===== config.mk =====
export PLATFORM = sky130hd
export DESIGN_NAME = dtu_des_triple_des_unit
export DESIGN_NICKNAME = d
export VERILOG_FILES = /design/src/rtl/dtu_pkg.sv /design/src/rtl/dtu_des_triple_des_unit.sv
export VERILOG_INCLUDE_DIRS = /design/src /design/src/rtl
export SDC_FILE = /design/constraint.sdc
export NUM_CORES = 2
export LEC_CHECK = 0
export BUFFER_PORTS_ARGS = -buffer_cell sky130_fd_sc_hd__buf_4
export CAP_MARGIN = 20
export CORE_ASPECT_RATIO = 0.8
export CORE_MARGIN = 4
export CORE_UTILIZATION = 61
export CTS_CLUSTER_DIAMETER = 60
export DETAILED_ROUTE_END_ITERATION = 7
export HOLD_SLACK_MARGIN = 0.15
export PLACE_DENSITY = 0.93
export SLEW_MARGIN = 30
export SYNTH_ARGS = -nofsm -noshare
export SYNTH_HDL_FRONTEND = slang
export SYNTH_SLANG_ARGS = --single-unit

===== constraint.sdc =====
create_clock -name clk_i -period 23.5 [get_ports clk_i]
set_input_delay 1.175 -clock clk_i [delete_from_list [all_inputs] [get_ports clk_i]]
set_output_delay 1.175 -clock clk_i [all_outputs]
set_load 0.005 [all_outputs]

===== src/rtl/dtu_consts.svh =====
// Purpose: constants and permutation tables of the DES / Triple-DES execution unit
// Assumes: DES bit n (1 = leftmost) of a w-bit vector is vector bit w-n
// Notes: definitions only
`ifndef DTU_CONSTS_SVH
`define DTU_CONSTS_SVH

// =====================================================================
// timing and sequencing
`define DTU_LAST_ROUND 4'hF
`define DTU_LAST_PASS_DES 2'h0
`define DTU_MID_PASS 2'h1
`define DTU_LAST_PASS_3DES 2'h2
// rounds 1, 2, 9 and 16 rotate the key halves by one place, the rest by two
`define DTU_SHIFT1_MASK 16'h8103

// =====================================================================
// permutation tables
`define DTU_IP_TAB '{58,50,42,34,26,18,10,2,60,52,44,36,28,20,12,4,62,54,46,38,30,22,14,6,\
64,56,48,40,32,24,16,8,57,49,41,33,25,17,9,1,59,51,43,35,27,19,11,3,61,53,45,37,29,21,13,5,\
63,55,47,39,31,23,15,7}
`define DTU_FP_TAB '{40,8,48,16,56,24,64,32,39,7,47,15,55,23,63,31,38,6,46,14,54,22,62,30,\
37,5,45,13,53,21,61,29,36,4,44,12,52,20,60,28,35,3,43,11,51,19,59,27,34,2,42,10,50,18,58,26,\
33,1,41,9,49,17,57,25}
`define DTU_E_TAB '{32,1,2,3,4,5,4,5,6,7,8,9,8,9,10,11,12,13,12,13,14,15,16,17,16,17,18,19,\
20,21,20,21,22,23,24,25,24,25,26,27,28,29,28,29,30,31,32,1}
`define DTU_P_TAB '{16,7,20,21,29,12,28,17,1,15,23,26,5,18,31,10,2,8,24,14,32,27,3,9,19,13,\
30,6,22,11,4,25}
`define DTU_PC1_TAB '{57,49,41,33,25,17,9,1,58,50,42,34,26,18,10,2,59,51,43,35,27,19,11,3,\
60,52,44,36,63,55,47,39,31,23,15,7,62,54,46,38,30,22,14,6,61,53,45,37,29,21,13,5,28,20,12,4}
`define DTU_PC2_TAB '{14,17,11,24,1,5,3,28,15,6,21,10,23,19,12,4,26,8,16,7,27,20,13,2,41,52,\
31,37,47,55,30,40,51,45,33,48,44,49,39,56,34,53,46,42,50,36,29,32}

// =====================================================================
// substitution boxes, entry (row*16+col) is nibble counted from the left
`define DTU_SBOX_TAB '{\
256'hE4D12FB83A6C59070F74E2D1A6CB953841E8D62BFC973A50FC8249175B3EA06D,\
256'hF18E6B34972DC05A3D47F28EC01A69B50E7BA4D158C6932FD8A13F42B67C05E9,\
256'hA09E63F51DC7B428D709346A285ECBF1D6498F30B12C5AE71AD069874FE3B52C,\
256'h7DE3069A1285BC4FD8B56F03472C1AE9A690CB7DF13E52843F06A1D8945BC72E,\
256'h2C417AB6853FD0E9EB2C47D150FA3986421BAD78F9C5630EB8C71E2D6F09A453,\
256'hC1AF92680D34E75BAF427C9561DE0B389EF528C3704A1DB6432C95FABE17608D,\
256'h4B2EF08D3C975A61D0B7491AE35C2F8614BDC37EAF6805926BD814A7950FE23C,\
256'hD2846FB1A93E50C71FD8A374C56B0E927B419CE206ADF35821E74A8DFC90356B}

`endif


===== src/rtl/dtu_pkg.sv =====
// Purpose: types of the DES / Triple-DES execution unit
// Assumes: nothing beyond SystemVerilog packages
// Notes: carriers are packed structs
package dtu_pkg;

   // =====================================================================
   // modes and states
   typedef enum logic [1:0] {DTU_ECB, DTU_CBC, DTU_TECB, DTU_TCBC} dtu_mode_t;
   typedef enum logic {DTU_IDLE, DTU_RUN} dtu_state_t;

   // =====================================================================
   // carriers
   typedef struct packed {
      logic [63:0] k1;
      logic [63:0] k2;
      logic [63:0] k3;
      logic three_key;
      dtu_mode_t mode;
   } dtu_key_t;

   typedef struct packed {
      logic decrypt;
      logic [63:0] data;
   } dtu_blk_t;

endpackage


===== src/rtl/dtu_des_triple_des_unit.sv =====
// Purpose: des_execution_unit, one DES round per clock, single and triple DES
// Assumes: host loads key and mode, then streams 64-bit blocks; inputs synchronous
// Notes: key parity bits are ignored; result queue of BUF_DEPTH words
`timescale 1ns/1ns
`include "dtu_consts.svh"

module dtu_des_triple_des_unit
   import dtu_pkg::*;
#(
   parameter int BUF_DEPTH = 2
)
(
   // clock and reset
   input wire logic clk_i,
   input wire logic arst_n_i,
   // session key, mode and start vector
   input wire logic key_load_i,
   input wire dtu_key_t key_i,
   input wire logic iv_load_i,
   input wire logic [63:0] iv_i,
   output logic key_ready_o,
   // input blocks
   input wire logic in_valid_i,
   output logic in_ready_o,
   input wire dtu_blk_t in_blk_i,
   // result blocks
   output logic out_valid_o,
   input wire logic out_ready_i,
   output logic [63:0] out_data_o,
   // status
   output logic busy_o
);

   localparam int PW = (BUF_DEPTH > 1) ? $clog2(BUF_DEPTH) : 1;
   localparam int CW = $clog2(BUF_DEPTH + 1);
   localparam int IP_T [64] = `DTU_IP_TAB;
   localparam int FP_T [64] = `DTU_FP_TAB;
   localparam int E_T [48] = `DTU_E_TAB;
   localparam int P_T [32] = `DTU_P_TAB;
   localparam int PC1_T [56] = `DTU_PC1_TAB;
   localparam int PC2_T [48] = `DTU_PC2_TAB;
   localparam logic [255:0] SBOX [8] = `DTU_SBOX_TAB;
   // a literal cannot be bit-selected, so the shift mask is held as a constant
   localparam logic [15:0] SHIFT1_M = `DTU_SHIFT1_MASK;

   // =====================================================================
   // functions
   function automatic logic [63:0] perm64(input logic [63:0] x, input logic fin);
      logic [63:0] o;
      o = '0;
      for (int i = 0; i < 64; i++)
      begin
         o[63-i] = fin ? x[64-FP_T[i]] : x[64-IP_T[i]];
      end
      return o;
   endfunction

   function automatic logic [55:0] pc1(input logic [63:0] k);
      logic [55:0] o;
      o = '0;
      for (int i = 0; i < 56; i++)
      begin
         o[55-i] = k[64-PC1_T[i]];
      end
      return o;
   endfunction

   function automatic logic [47:0] pc2(input logic [55:0] cd);
      logic [47:0] o;
      o = '0;
      for (int i = 0; i < 48; i++)
      begin
         o[47-i] = cd[56-PC2_T[i]];
      end
      return o;
   endfunction

   // rotate the C and D halves independently
   function automatic logic [55:0] rot(input logic [55:0] cd, input logic two, input logic left);
      logic [27:0] c;
      logic [27:0] d;
      c = cd[55:28];
      d = cd[27:0];
      if (left)
      begin
         c = two ? {c[25:0], c[27:26]} : {c[26:0], c[27]};
         d = two ? {d[25:0], d[27:26]} : {d[26:0], d[27]};
      end
      else
      begin
         c = two ? {c[1:0], c[27:2]} : {c[0], c[27:1]};
         d = two ? {d[1:0], d[27:2]} : {d[0], d[27:1]};
      end
      return {c, d};
   endfunction

   function automatic logic [31:0] feistel(input logic [31:0] r, input logic [47:0] k);
      logic [47:0] x;
      logic [5:0] ch;
      logic [7:0] idx;
      logic [31:0] s;
      logic [31:0] o;
      x = '0;
      s = '0;
      o = '0;
      for (int i = 0; i < 48; i++)
      begin
         x[47-i] = r[32-E_T[i]];
      end
      x = x ^ k;
      for (int b = 0; b < 8; b++)
      begin
         ch = x[47-6*b -: 6];
         idx = {2'h0, ch[5], ch[0], ch[4:1]};
         s[31-4*b -: 4] = SBOX[b][255-4*idx -: 4];
      end
      for (int i = 0; i < 32; i++)
      begin
         o[31-i] = s[32-P_T[i]];
      end
      return o;
   endfunction

   // triple DES runs E-D-E forward and D-E-D backward with keys reversed
   function automatic logic [63:0] pass_key(input dtu_key_t k, input logic [1:0] p,
                                            input logic dec);
      logic [63:0] k3;
      k3 = k.three_key ? k.k3 : k.k1;
      if (p == `DTU_MID_PASS)
      begin
         return k.k2;
      end
      return ((p == `DTU_LAST_PASS_3DES) ^ dec) ? k3 : k.k1;
   endfunction

   function automatic logic [PW-1:0] ptr_inc(input logic [PW-1:0] p);
      return (p == PW'(BUF_DEPTH - 1)) ? '0 : PW'(p + 1'b1);
   endfunction

   // =====================================================================
   // reset release
   logic [1:0] rst_sync_reg;
   logic rst_n;

   always_ff @(posedge clk_i or negedge arst_n_i)
   begin
      if (!arst_n_i)
         rst_sync_reg <= 2'h0;
      else
         rst_sync_reg <= {rst_sync_reg[0], 1'b1};
   end

   assign rst_n = rst_sync_reg[1];

   // =====================================================================
   // declarations
   dtu_state_t state_reg;
   dtu_key_t key_reg;
   logic key_ready_reg;
   logic [63:0] chain_reg;
   logic [63:0] cin_reg;
   logic dec_reg;
   logic [3:0] round_reg;
   logic [1:0] pass_reg;
   logic [63:0] lr_reg;
   logic [55:0] cd_reg;
   logic [CW-1:0] cnt_reg;
   logic [PW-1:0] wr_reg;
   logic [PW-1:0] rd_reg;
   logic [63:0] mem_reg [BUF_DEPTH];

   logic start;
   logic triple;
   logic cbc;
   logic pass_dec;
   logic [3:0] sched_idx;
   logic [55:0] cd_rot;
   logic [47:0] subkey;
   logic [31:0] f_out;
   logic [63:0] lr_next;
   logic [63:0] res_raw;
   logic [63:0] result;
   logic last_round;
   logic done;
   logic pop;

   assign triple = (key_reg.mode == DTU_TECB) || (key_reg.mode == DTU_TCBC);
   assign cbc = (key_reg.mode == DTU_CBC) || (key_reg.mode == DTU_TCBC);
   // a block is taken only with a key present and a free result slot, so finishing never stalls
   assign in_ready_o = (state_reg == DTU_IDLE) && key_ready_reg
                       && (cnt_reg < CW'(BUF_DEPTH));
   assign start = in_valid_i && in_ready_o;
   assign busy_o = (state_reg == DTU_RUN);
   assign key_ready_o = key_ready_reg;

   // =====================================================================
   // round datapath
   always_comb
   begin
      pass_dec = dec_reg ^ (triple && (pass_reg == `DTU_MID_PASS));
      sched_idx = pass_dec ? (`DTU_LAST_ROUND - round_reg) : round_reg;
      cd_rot = rot(cd_reg, !SHIFT1_M[sched_idx], !pass_dec);
      subkey = pass_dec ? pc2(cd_reg) : pc2(cd_rot);
      f_out = feistel(lr_reg[31:0], subkey);
      last_round = (round_reg == `DTU_LAST_ROUND);
      // last round skips the swap so the next pass starts from this pre-output
      lr_next = last_round ? {lr_reg[63:32] ^ f_out, lr_reg[31:0]}
                           : {lr_reg[31:0], lr_reg[63:32] ^ f_out};
      done = busy_o && last_round
             && (pass_reg == (triple ? `DTU_LAST_PASS_3DES : `DTU_LAST_PASS_DES));
      res_raw = perm64(lr_next, 1'b1);
      result = (cbc && dec_reg) ? (res_raw ^ chain_reg) : res_raw;
   end

   // =====================================================================
   // sequencer
   always_ff @(posedge clk_i or negedge rst_n)
   begin
      if (!rst_n)
      begin
         state_reg <= DTU_IDLE;
         round_reg <= 4'h0;
         pass_reg <= 2'h0;
         dec_reg <= 1'b0;
         lr_reg <= 64'h0;
         cd_reg <= 56'h0;
         cin_reg <= 64'h0;
      end
      else if (start)
      begin
         state_reg <= DTU_RUN;
         round_reg <= 4'h0;
         pass_reg <= 2'h0;
         dec_reg <= in_blk_i.decrypt;
         cin_reg <= in_blk_i.data;
         lr_reg <= perm64((cbc && !in_blk_i.decrypt) ? (in_blk_i.data ^ chain_reg)
                                                     : in_blk_i.data, 1'b0);
         // single DES always starts from the first key, in either direction
         cd_reg <= pc1(pass_key(key_reg, 2'h0, in_blk_i.decrypt && triple));
      end
      else if (busy_o)
      begin
         lr_reg <= lr_next;
         round_reg <= round_reg + 4'h1;
         if (done)
         begin
            state_reg <= DTU_IDLE;
         end
         else if (last_round)
         begin
            pass_reg <= pass_reg + 2'h1;
            cd_reg <= pc1(pass_key(key_reg, pass_reg + 2'h1, dec_reg));
         end
         else
         begin
            cd_reg <= cd_rot;
         end
      end
   end

   // =====================================================================
   // key, mode and chaining value
   always_ff @(posedge clk_i or negedge rst_n)
   begin
      if (!rst_n)
      begin
         key_reg <= '0;
         key_ready_reg <= 1'b0;
      end
      else if (key_load_i && !busy_o)
      begin
         key_reg <= key_i;
         key_ready_reg <= 1'b1;
      end
   end

   always_ff @(posedge clk_i or negedge rst_n)
   begin
      if (!rst_n)
         chain_reg <= 64'h0;
      else if (done && cbc)
         chain_reg <= dec_reg ? cin_reg : result;
      else if (iv_load_i && !busy_o)
         chain_reg <= iv_i;
   end

   // =====================================================================
   // result queue; a stalled reader fills it and then closes in_ready_o
   assign pop = out_valid_o && out_ready_i;
   assign out_valid_o = (cnt_reg != '0);
   assign out_data_o = mem_reg[rd_reg];

   always_ff @(posedge clk_i or negedge rst_n)
   begin
      if (!rst_n)
      begin
         cnt_reg <= '0;
         wr_reg <= '0;
         rd_reg <= '0;
      end
      else
      begin
         if (done)
            wr_reg <= ptr_inc(wr_reg);
         if (pop)
            rd_reg <= ptr_inc(rd_reg);
         if (done && !pop)
            cnt_reg <= cnt_reg + CW'(1);
         else if (pop && !done)
            cnt_reg <= cnt_reg - CW'(1);
      end
   end

   always_ff @(posedge clk_i or negedge rst_n)
   begin
      if (!rst_n)
      begin
         for (int i = 0; i < BUF_DEPTH; i++)
            mem_reg[i] <= 64'h0;
      end
      else if (done)
      begin
         mem_reg[wr_reg] <= result;
      end
   end

endmodule


# Word level (Yosys, flattened, before mapping)
# Memory sizes are Yosys's and may differ from the RTL's.
# Index checks and enable logic that the tools add are counted.
totals:
  reg_bits: 586
  rom_bits: 16
  output_inout_bits: 68
  memories: 1
op_classes:
  add_sub_neg: 15
  magnitude_cmp: 5
  eq_ne: 9
  shifts: 8
  muxes: 51
  n_bitwise: 9
  reduce_logical: 29
memory_table:
  columns: ["name", "depth", "word_bits", "rd", "rd_ports_with_merged_regs", "wr", "line", "source"]
  rows:
  - ["(name not given)", 16, 1, 1, 0, 0, "dtu_des_triple_des_unit.sv:202", "cd_rot = rot(cd_reg, !SHIFT1_M[sched_idx], !pass_dec);"]
op_table:
  columns: ["op", "n"]
  rows:
  - ["259-bit by 33-bit variable part select with 4-bit output, first input constant", 8]
  - ["64-bit two-way mux", 17]
  - ["56-bit two-way mux", 4]
  - ["28-bit two-way mux", 6]
  - ["128-bit bitwise mux", 1]
  - ["64-bit bitwise XOR", 2]
  - ["8-bit by 8-bit subtractor with 9-bit output, first input constant", 8]
  - ["64-bit demux with 1-bit select", 1]
  - ["48-bit two-way mux", 1]
  - ["48-bit bitwise XOR", 1]
  - ["32-bit bitwise XOR", 1]
  - ["1-bit logical AND", 16]
  - ["2-bit two-way mux", 7]
  - ["4-bit two-way mux", 3]
  - ["1-bit two-way mux", 11]
  - ["2-bit nonzero test", 5]
  - ["2-bit by 1-bit == test with 1-bit output, second input constant", 3]
  - ["2-bit == test, second input constant", 3]
  - ["4-bit by 5-bit < comparator with 1-bit output, second input constant", 1]
  - ["2-bit by 1-bit adder with 2-bit output, second input constant", 2]
  - ["4-bit by 1-bit adder with 4-bit output, second input constant", 1]
  - ["4-bit == test, second input constant", 1]
  - ["2-bit >= comparator, second input constant", 2]
  - ["1-bit logical NOT", 4]
  - ["13 further kinds", 17]

# Logic depth before layout (Yosys ltp)
depth:
  ltp_word: 19
  ltp_mapped: 23

# Least setup slack after synthesis
# OpenSTA, ideal clock, no wires.
synth_path:
  path_kind: "register -> register"
  startpoint: "register pass_reg[1]"
  endpoint: "register mem_reg[28] (netlist name)"
  t_arrival_ns: 4.623
  required_ns: 23.375
  setup_slack_ns: 18.752
  path_stages_with_launch: 21
  path_buffers: 4
  synth_period_minus_slack_ns: 4.748
  path_cell_list: "dfrtp_1 > inv_1 > ha_1 > a211o_1 > and3_4 > nor4_4 > buf_4 > buf_4 > buf_2 > nor3_1 > o311ai_1 > nand2_1 > ha_1 > clkbuf_1 > nor2_1 > a22o_1 > or2_1 > o311a_1 > o31ai_4 > xnor2_1 > mux2_2"
synth_between:
  elab_chain_len: 17
  elab_cells_between_ends: 20
  classes_between: "add/sub: 1; eq/ne: 2; shift: 1; mux: 9; bitwise: 4; reduce/logical: 2; memory: 1"
synth_lines:
  columns: ["item", "line", "source"]
  rows:
  - ["start, declared", "dtu_des_triple_des_unit.sv:164", "logic [1:0] pass_reg;"]
  - ["start signal, assigned", "dtu_des_triple_des_unit.sv:251", "pass_reg <= pass_reg + 2'h1;"]
  - ["2-bit by 1-bit == test with 1-bit output (no source line)", null, null]
  - ["1-bit logical AND", "dtu_des_triple_des_unit.sv:200", "pass_dec = dec_reg ^ (triple && (pass_reg == `DTU_MID_PASS));"]
  - ["1-bit bitwise XOR", "dtu_des_triple_des_unit.sv:200", null]
  - ["4-bit two-way mux", "dtu_des_triple_des_unit.sv:201", "sched_idx = pass_dec ? (`DTU_LAST_ROUND - round_reg) : round_reg;"]
  - ["memory 16 x 1 bit", null, null]
  - ["1-bit two-way mux (not written as such)", "dtu_des_triple_des_unit.sv:202", null]
  - ["28-bit two-way mux, on equally long branches", "dtu_des_triple_des_unit.sv:87, dtu_des_triple_des_unit.sv:92", null]
  - ["28-bit two-way mux", "dtu_des_triple_des_unit.sv:84", "if (left)"]
  - ["48-bit two-way mux", "dtu_des_triple_des_unit.sv:203", "subkey = pass_dec ? pc2(cd_reg) : pc2(cd_rot);"]
  - ["48-bit bitwise XOR", "dtu_des_triple_des_unit.sv:110", "x = x ^ k;"]
  - ["8-bit by 8-bit subtractor with 9-bit output", "dtu_des_triple_des_unit.sv:115", "s[31-4*b -: 4] = SBOX[b][255-4*idx -: 4];"]
  - ["259-bit by 33-bit variable part select with 4-bit output", "dtu_des_triple_des_unit.sv:115", null]
  - ["32-bit bitwise XOR", "dtu_des_triple_des_unit.sv:207", "lr_next = last_round ? {lr_reg[63:32] ^ f_out, lr_reg[31:0]}"]
  - ["64-bit two-way mux", "dtu_des_triple_des_unit.sv:207", null]
  - ["64-bit bitwise XOR", "dtu_des_triple_des_unit.sv:212", "result = (cbc && dec_reg) ? (res_raw ^ chain_reg) : res_raw;"]
  - ["64-bit two-way mux", "dtu_des_triple_des_unit.sv:212", null]
  - ["128-bit bitwise mux", "dtu_des_triple_des_unit.sv:323", "mem_reg[wr_reg] <= result;"]
  - ["end signal, assigned by index", "dtu_des_triple_des_unit.sv:323", null]
  - ["end, declared", "dtu_des_triple_des_unit.sv:170", "logic [63:0] mem_reg [BUF_DEPTH];"]
# Parallel ways exist; a longest one is shown, timed or not. The select of a mux whose other input is x is not followed.
# A chain may end at the register's enable or synchronous reset.

# Final worst setup path
layout_path:
  startpoint: "register pass_reg[1]"
  endpoint: "register lr_reg[25]"
layout_between:
  elab_chain_len: 16
  elab_cells_between_ends: 17
  classes_between: "add/sub: 1; eq/ne: 1; shift: 1; mux: 9; bitwise: 3; reduce/logical: 1; memory: 1"
layout_lines:
  columns: ["item", "line", "source"]
  rows:
  - ["2-bit by 1-bit == test with 1-bit output (no source line) (*)", null, null]
  - ["1-bit logical AND (*)", "dtu_des_triple_des_unit.sv:200", null]
  - ["1-bit bitwise XOR (*)", "dtu_des_triple_des_unit.sv:200", null]
  - ["4-bit two-way mux", "dtu_des_triple_des_unit.sv:201", null]
  - ["memory 16 x 1 bit", null, null]
  - ["1-bit two-way mux (not written as such)", "dtu_des_triple_des_unit.sv:202", null]
  - ["28-bit two-way mux, on equally long branches", "dtu_des_triple_des_unit.sv:87, dtu_des_triple_des_unit.sv:92", null]
  - ["28-bit two-way mux", "dtu_des_triple_des_unit.sv:84", null]
  - ["48-bit two-way mux (*)", "dtu_des_triple_des_unit.sv:203", null]
  - ["48-bit bitwise XOR (*)", "dtu_des_triple_des_unit.sv:110", null]
  - ["8-bit by 8-bit subtractor with 9-bit output (*)", "dtu_des_triple_des_unit.sv:115", null]
  - ["259-bit by 33-bit variable part select with 4-bit output (*)", "dtu_des_triple_des_unit.sv:115", null]
  - ["32-bit bitwise XOR (*)", "dtu_des_triple_des_unit.sv:208", ": {lr_reg[31:0], lr_reg[63:32] ^ f_out};"]
  - ["64-bit two-way mux (*)", "dtu_des_triple_des_unit.sv:207", null]
  - ["64-bit two-way mux (*)", "dtu_des_triple_des_unit.sv:241", "else if (busy_o)"]
  - ["64-bit two-way mux (*)", "dtu_des_triple_des_unit.sv:229", "else if (start)"]
  - ["end signal, assigned", "dtu_des_triple_des_unit.sv:236", "lr_reg <= perm64((cbc && !in_blk_i.decrypt) ? (in_blk_i.data ^ chain_reg)"]
  - ["end signal, assigned", "dtu_des_triple_des_unit.sv:243", "lr_reg <= lr_next;"]
  - ["end, declared", "dtu_des_triple_des_unit.sv:165", "logic [63:0] lr_reg;"]
# Every way passes the cells marked *; elsewhere a longest branch is shown, timed or not. The select of a mux whose other input is x is not followed.

==> results.json <==
{
  "drtAntennaViolNets": 0,
  "cts_resized": 0,
  "ys_async_sr_fraction_pct": 100.0,
  "cts_setup_buffers": 0,
  "seq_area_frac_synth_pct": 35.86,
  "place_congestion": 1.000,
  "placed_area_sq_mm": 0.04202,
  "tns_ns": 0,
  "fin_crit_sh_pct": 29.56,
  "first_global_vias": 37750,
  "cap_violations": 0,
  "crit_path_max_incr_delay_ns": 1.01,
  "synth_area_sq_mm": 0.03922,
  "yosys_warnings": 0,
  "crit_arrival_ns": 7.49,
  "clockBufferDepth": 3,
  "avgSynthCellArea_sq_um": 8.628,
  "critPathSlowestCell": "mux2i_1",
  "core_sq_mm": 0.06310,
  "overflow": 0,
  "fmax_mhz": 143.9,
  "synthCells": 4545,
  "slew_headroom_pct": 17.50,
  "worstPathCellList": "inv_1 > ha_1 > nand2_2 > mux2i_2 > or4_2 > buf_4 > a21oi_1 > o311ai_1 > nand2_1 > ha_1 > o21ai_0 > a21o_1 > o21ai_0 > o21ai_0 > mux2i_1 > xor2_1 > o21ai_0",
  "die_w_um": 291.5,
  "cts_tree": "yes",
  "clk_pin_slew_ns": 0.07,
  "synth.area.top_cells": "dfrtp_1, mux2_2, nand2_1",
  "rows": 82,
  "place_ws_ns": 16.91,
  "dieArea_sq_mm": 0.06844,
  "synth_edf_count": 0,
  "via_per_inst": 7.248,
  "critical_path_buf_inv_count": 2,
  "grt_pass1_wl_um": 228200,
  "grtUsageTotal_pct": 42.32,
  "largest_reg_flops": 171,
  "synthDominantCellAreaShare_pct": 35.86,
  "final.setup.worst_slack_ns": 16.55,
  "cpMostUsedCell": "o21ai_0",
  "nets": 5061,
  "wl_per_cell_um": 27.49,
  "hold_viol_final": 0,
  "violations": "design-rule violations",
  "rsz0062_at_grt": "no",
  "drive_above_1_share_pct": 20.41,
  "grt_max_degree": 148,
  "skew_ns": 0.05361,
  "required_ns": 24.04,
  "wirelength_um": 152800,
  "ios": 398,
  "status": "complete, but fails checks",
  "final_common_cell": "nand2_1",
  "cts_max_level": 2,
  "io_buffers": 373,
  "tightest_slew_ns": 1.203,
  "root_buffer": "clkbuf_16",
  "path_class": "reg2reg",
  "synth-main-ff-cell": "dfrtp_1",
  "antenna_found_initial": 12,
  "drc_errors": 5,
  "final_cell_mix": "nand2_1, dfrtp_1, buf_4",
  "synthToLayoutAreaGrowth_pct": 13.00,
  "die-height_um": 234.8,
  "startpoint_type": "register",
  "cp_top_family": "compound AO/OA/AOI/OAI gates",
  "fin_area_sq_mm": 0.04432,
  "numCtsBuffers": 58,
  "period_needed_ns": 6.947,
  "synth-seq-cells": 562,
  "synth_cell_types": 111,
  "drv_slew": 0,
  "initial_utilization_pct": 62.15,
  "regArea_sq_mm": 0.01407,
  "cts_hold_buf": 0,
  "synth.net_count": 4942,
  "dp_hpwl_um": 105600,
  "hold_path.class": "reg2async",
  "cts_sinks": 562,
  "drtPass1Iterations": 8,
  "finalSetupViolations": 0,
  "worst-path-max-fanout": 61,
  "num_vias": 40290,
  "yosysTopAreaCell": "dfrtp_1",
  "clock_latency_ns": 0.68,
  "multi_input_area_sq_mm": 0.02339,
  "drt_iter0_drc": 6795,
  "cp-end-kind": "register",
  "fillers": 4467
}
-- logic make-up after synthesis --
kind of cell / count (synthesis) / synth area share (%)
fa+ha+maj: 68 / 2.166
compound gates: 1238 / 22.59
flops: 562 / 35.86
mux: 435 / 12.08
simple gates: 1604 / 17.89
buf+inv: 455 / 4.977
other cells: 1 / 0.009562
xor+xnor: 182 / 4.425
-- routing by layer --
layer | GRT usage [%] | part of all wire (%)
met1 | 54.15 | 35
met2 | 60.19 | 41
met3 | 16.40 | 15
met4 | 26.57 | 8.5
met5 | 0 | 0.13
-- synthesized netlist by cell type, types with 21 or more instances --
cell type / instances
ha_1: 67
clkbuf_1: 257
nor3_1: 103
a311oi_1: 60
and3_1: 32
mux2i_1: 140
a21o_1: 27
nand3_1: 175
xor2_1: 58
a21oi_1: 271
o211ai_1: 93
o311ai_0: 40
buf_1: 40
o31ai_1: 36
o21ai_1: 30
or3_1: 39
o21ai_0: 197
nor2_1: 273
xnor2_1: 112
a311o_1: 29
a31oi_1: 60
o311ai_1: 21
nand2_1: 844
o311a_1: 25
o2111ai_1: 29
o22ai_1: 27
inv_1: 63
dfrtp_1: 562
a211oi_1: 61
mux2_2: 292
buf_2: 51
-- layout make-up --
type / count / area share [%]
multi-input combinational: 3528 / 52.77
sequential: 562 / 31.75
timing repair buffer: 438 / 7.609
clock buffer: 76 / 3.724
tap: 840 / 2.372
clock inverter: 34 / 1.101
inverter: 76 / 0.6437
antenna: 5 / 0.02823
-- worst paths after layout --
kind	slack [ns]	startpoint	cells past startpoint	endpoint
max	16.55	pass_reg[1]	17	lr_reg[25]
min	0.26	rst_sync_reg[1]	0	key_reg[168]
max reg2reg	16.55	pass_reg[1]	17	lr_reg[25]
min reg2reg	0.26	rst_sync_reg[1]	0	key_reg[168]
max in group asynchronous	21.05	rst_sync_reg[1]	3	rd_reg
min in group clk_i	0.35	rst_sync_reg[0]	0	rst_sync_reg[1]
-- stage by stage --
| stage | util (%) | hold WS, ns | cells |
|---|---|---|---|
| floorplan | - | 0.3312 | 4545 |
| global placement | 66.59 | 0.3348 | 5441 |
| detailed placement | 66.60 | 0.3355 | 5441 |
| CTS | 69.99 | 0.2697 | 5551 |
| global route | 70.22 | 0.2805 | 5555 |
| finish | 70.23 | 0.2617 | 5559 |
Power is not shown: default switching activity piles up to over one toggle a cycle in this logic, so the estimate is an artifact.
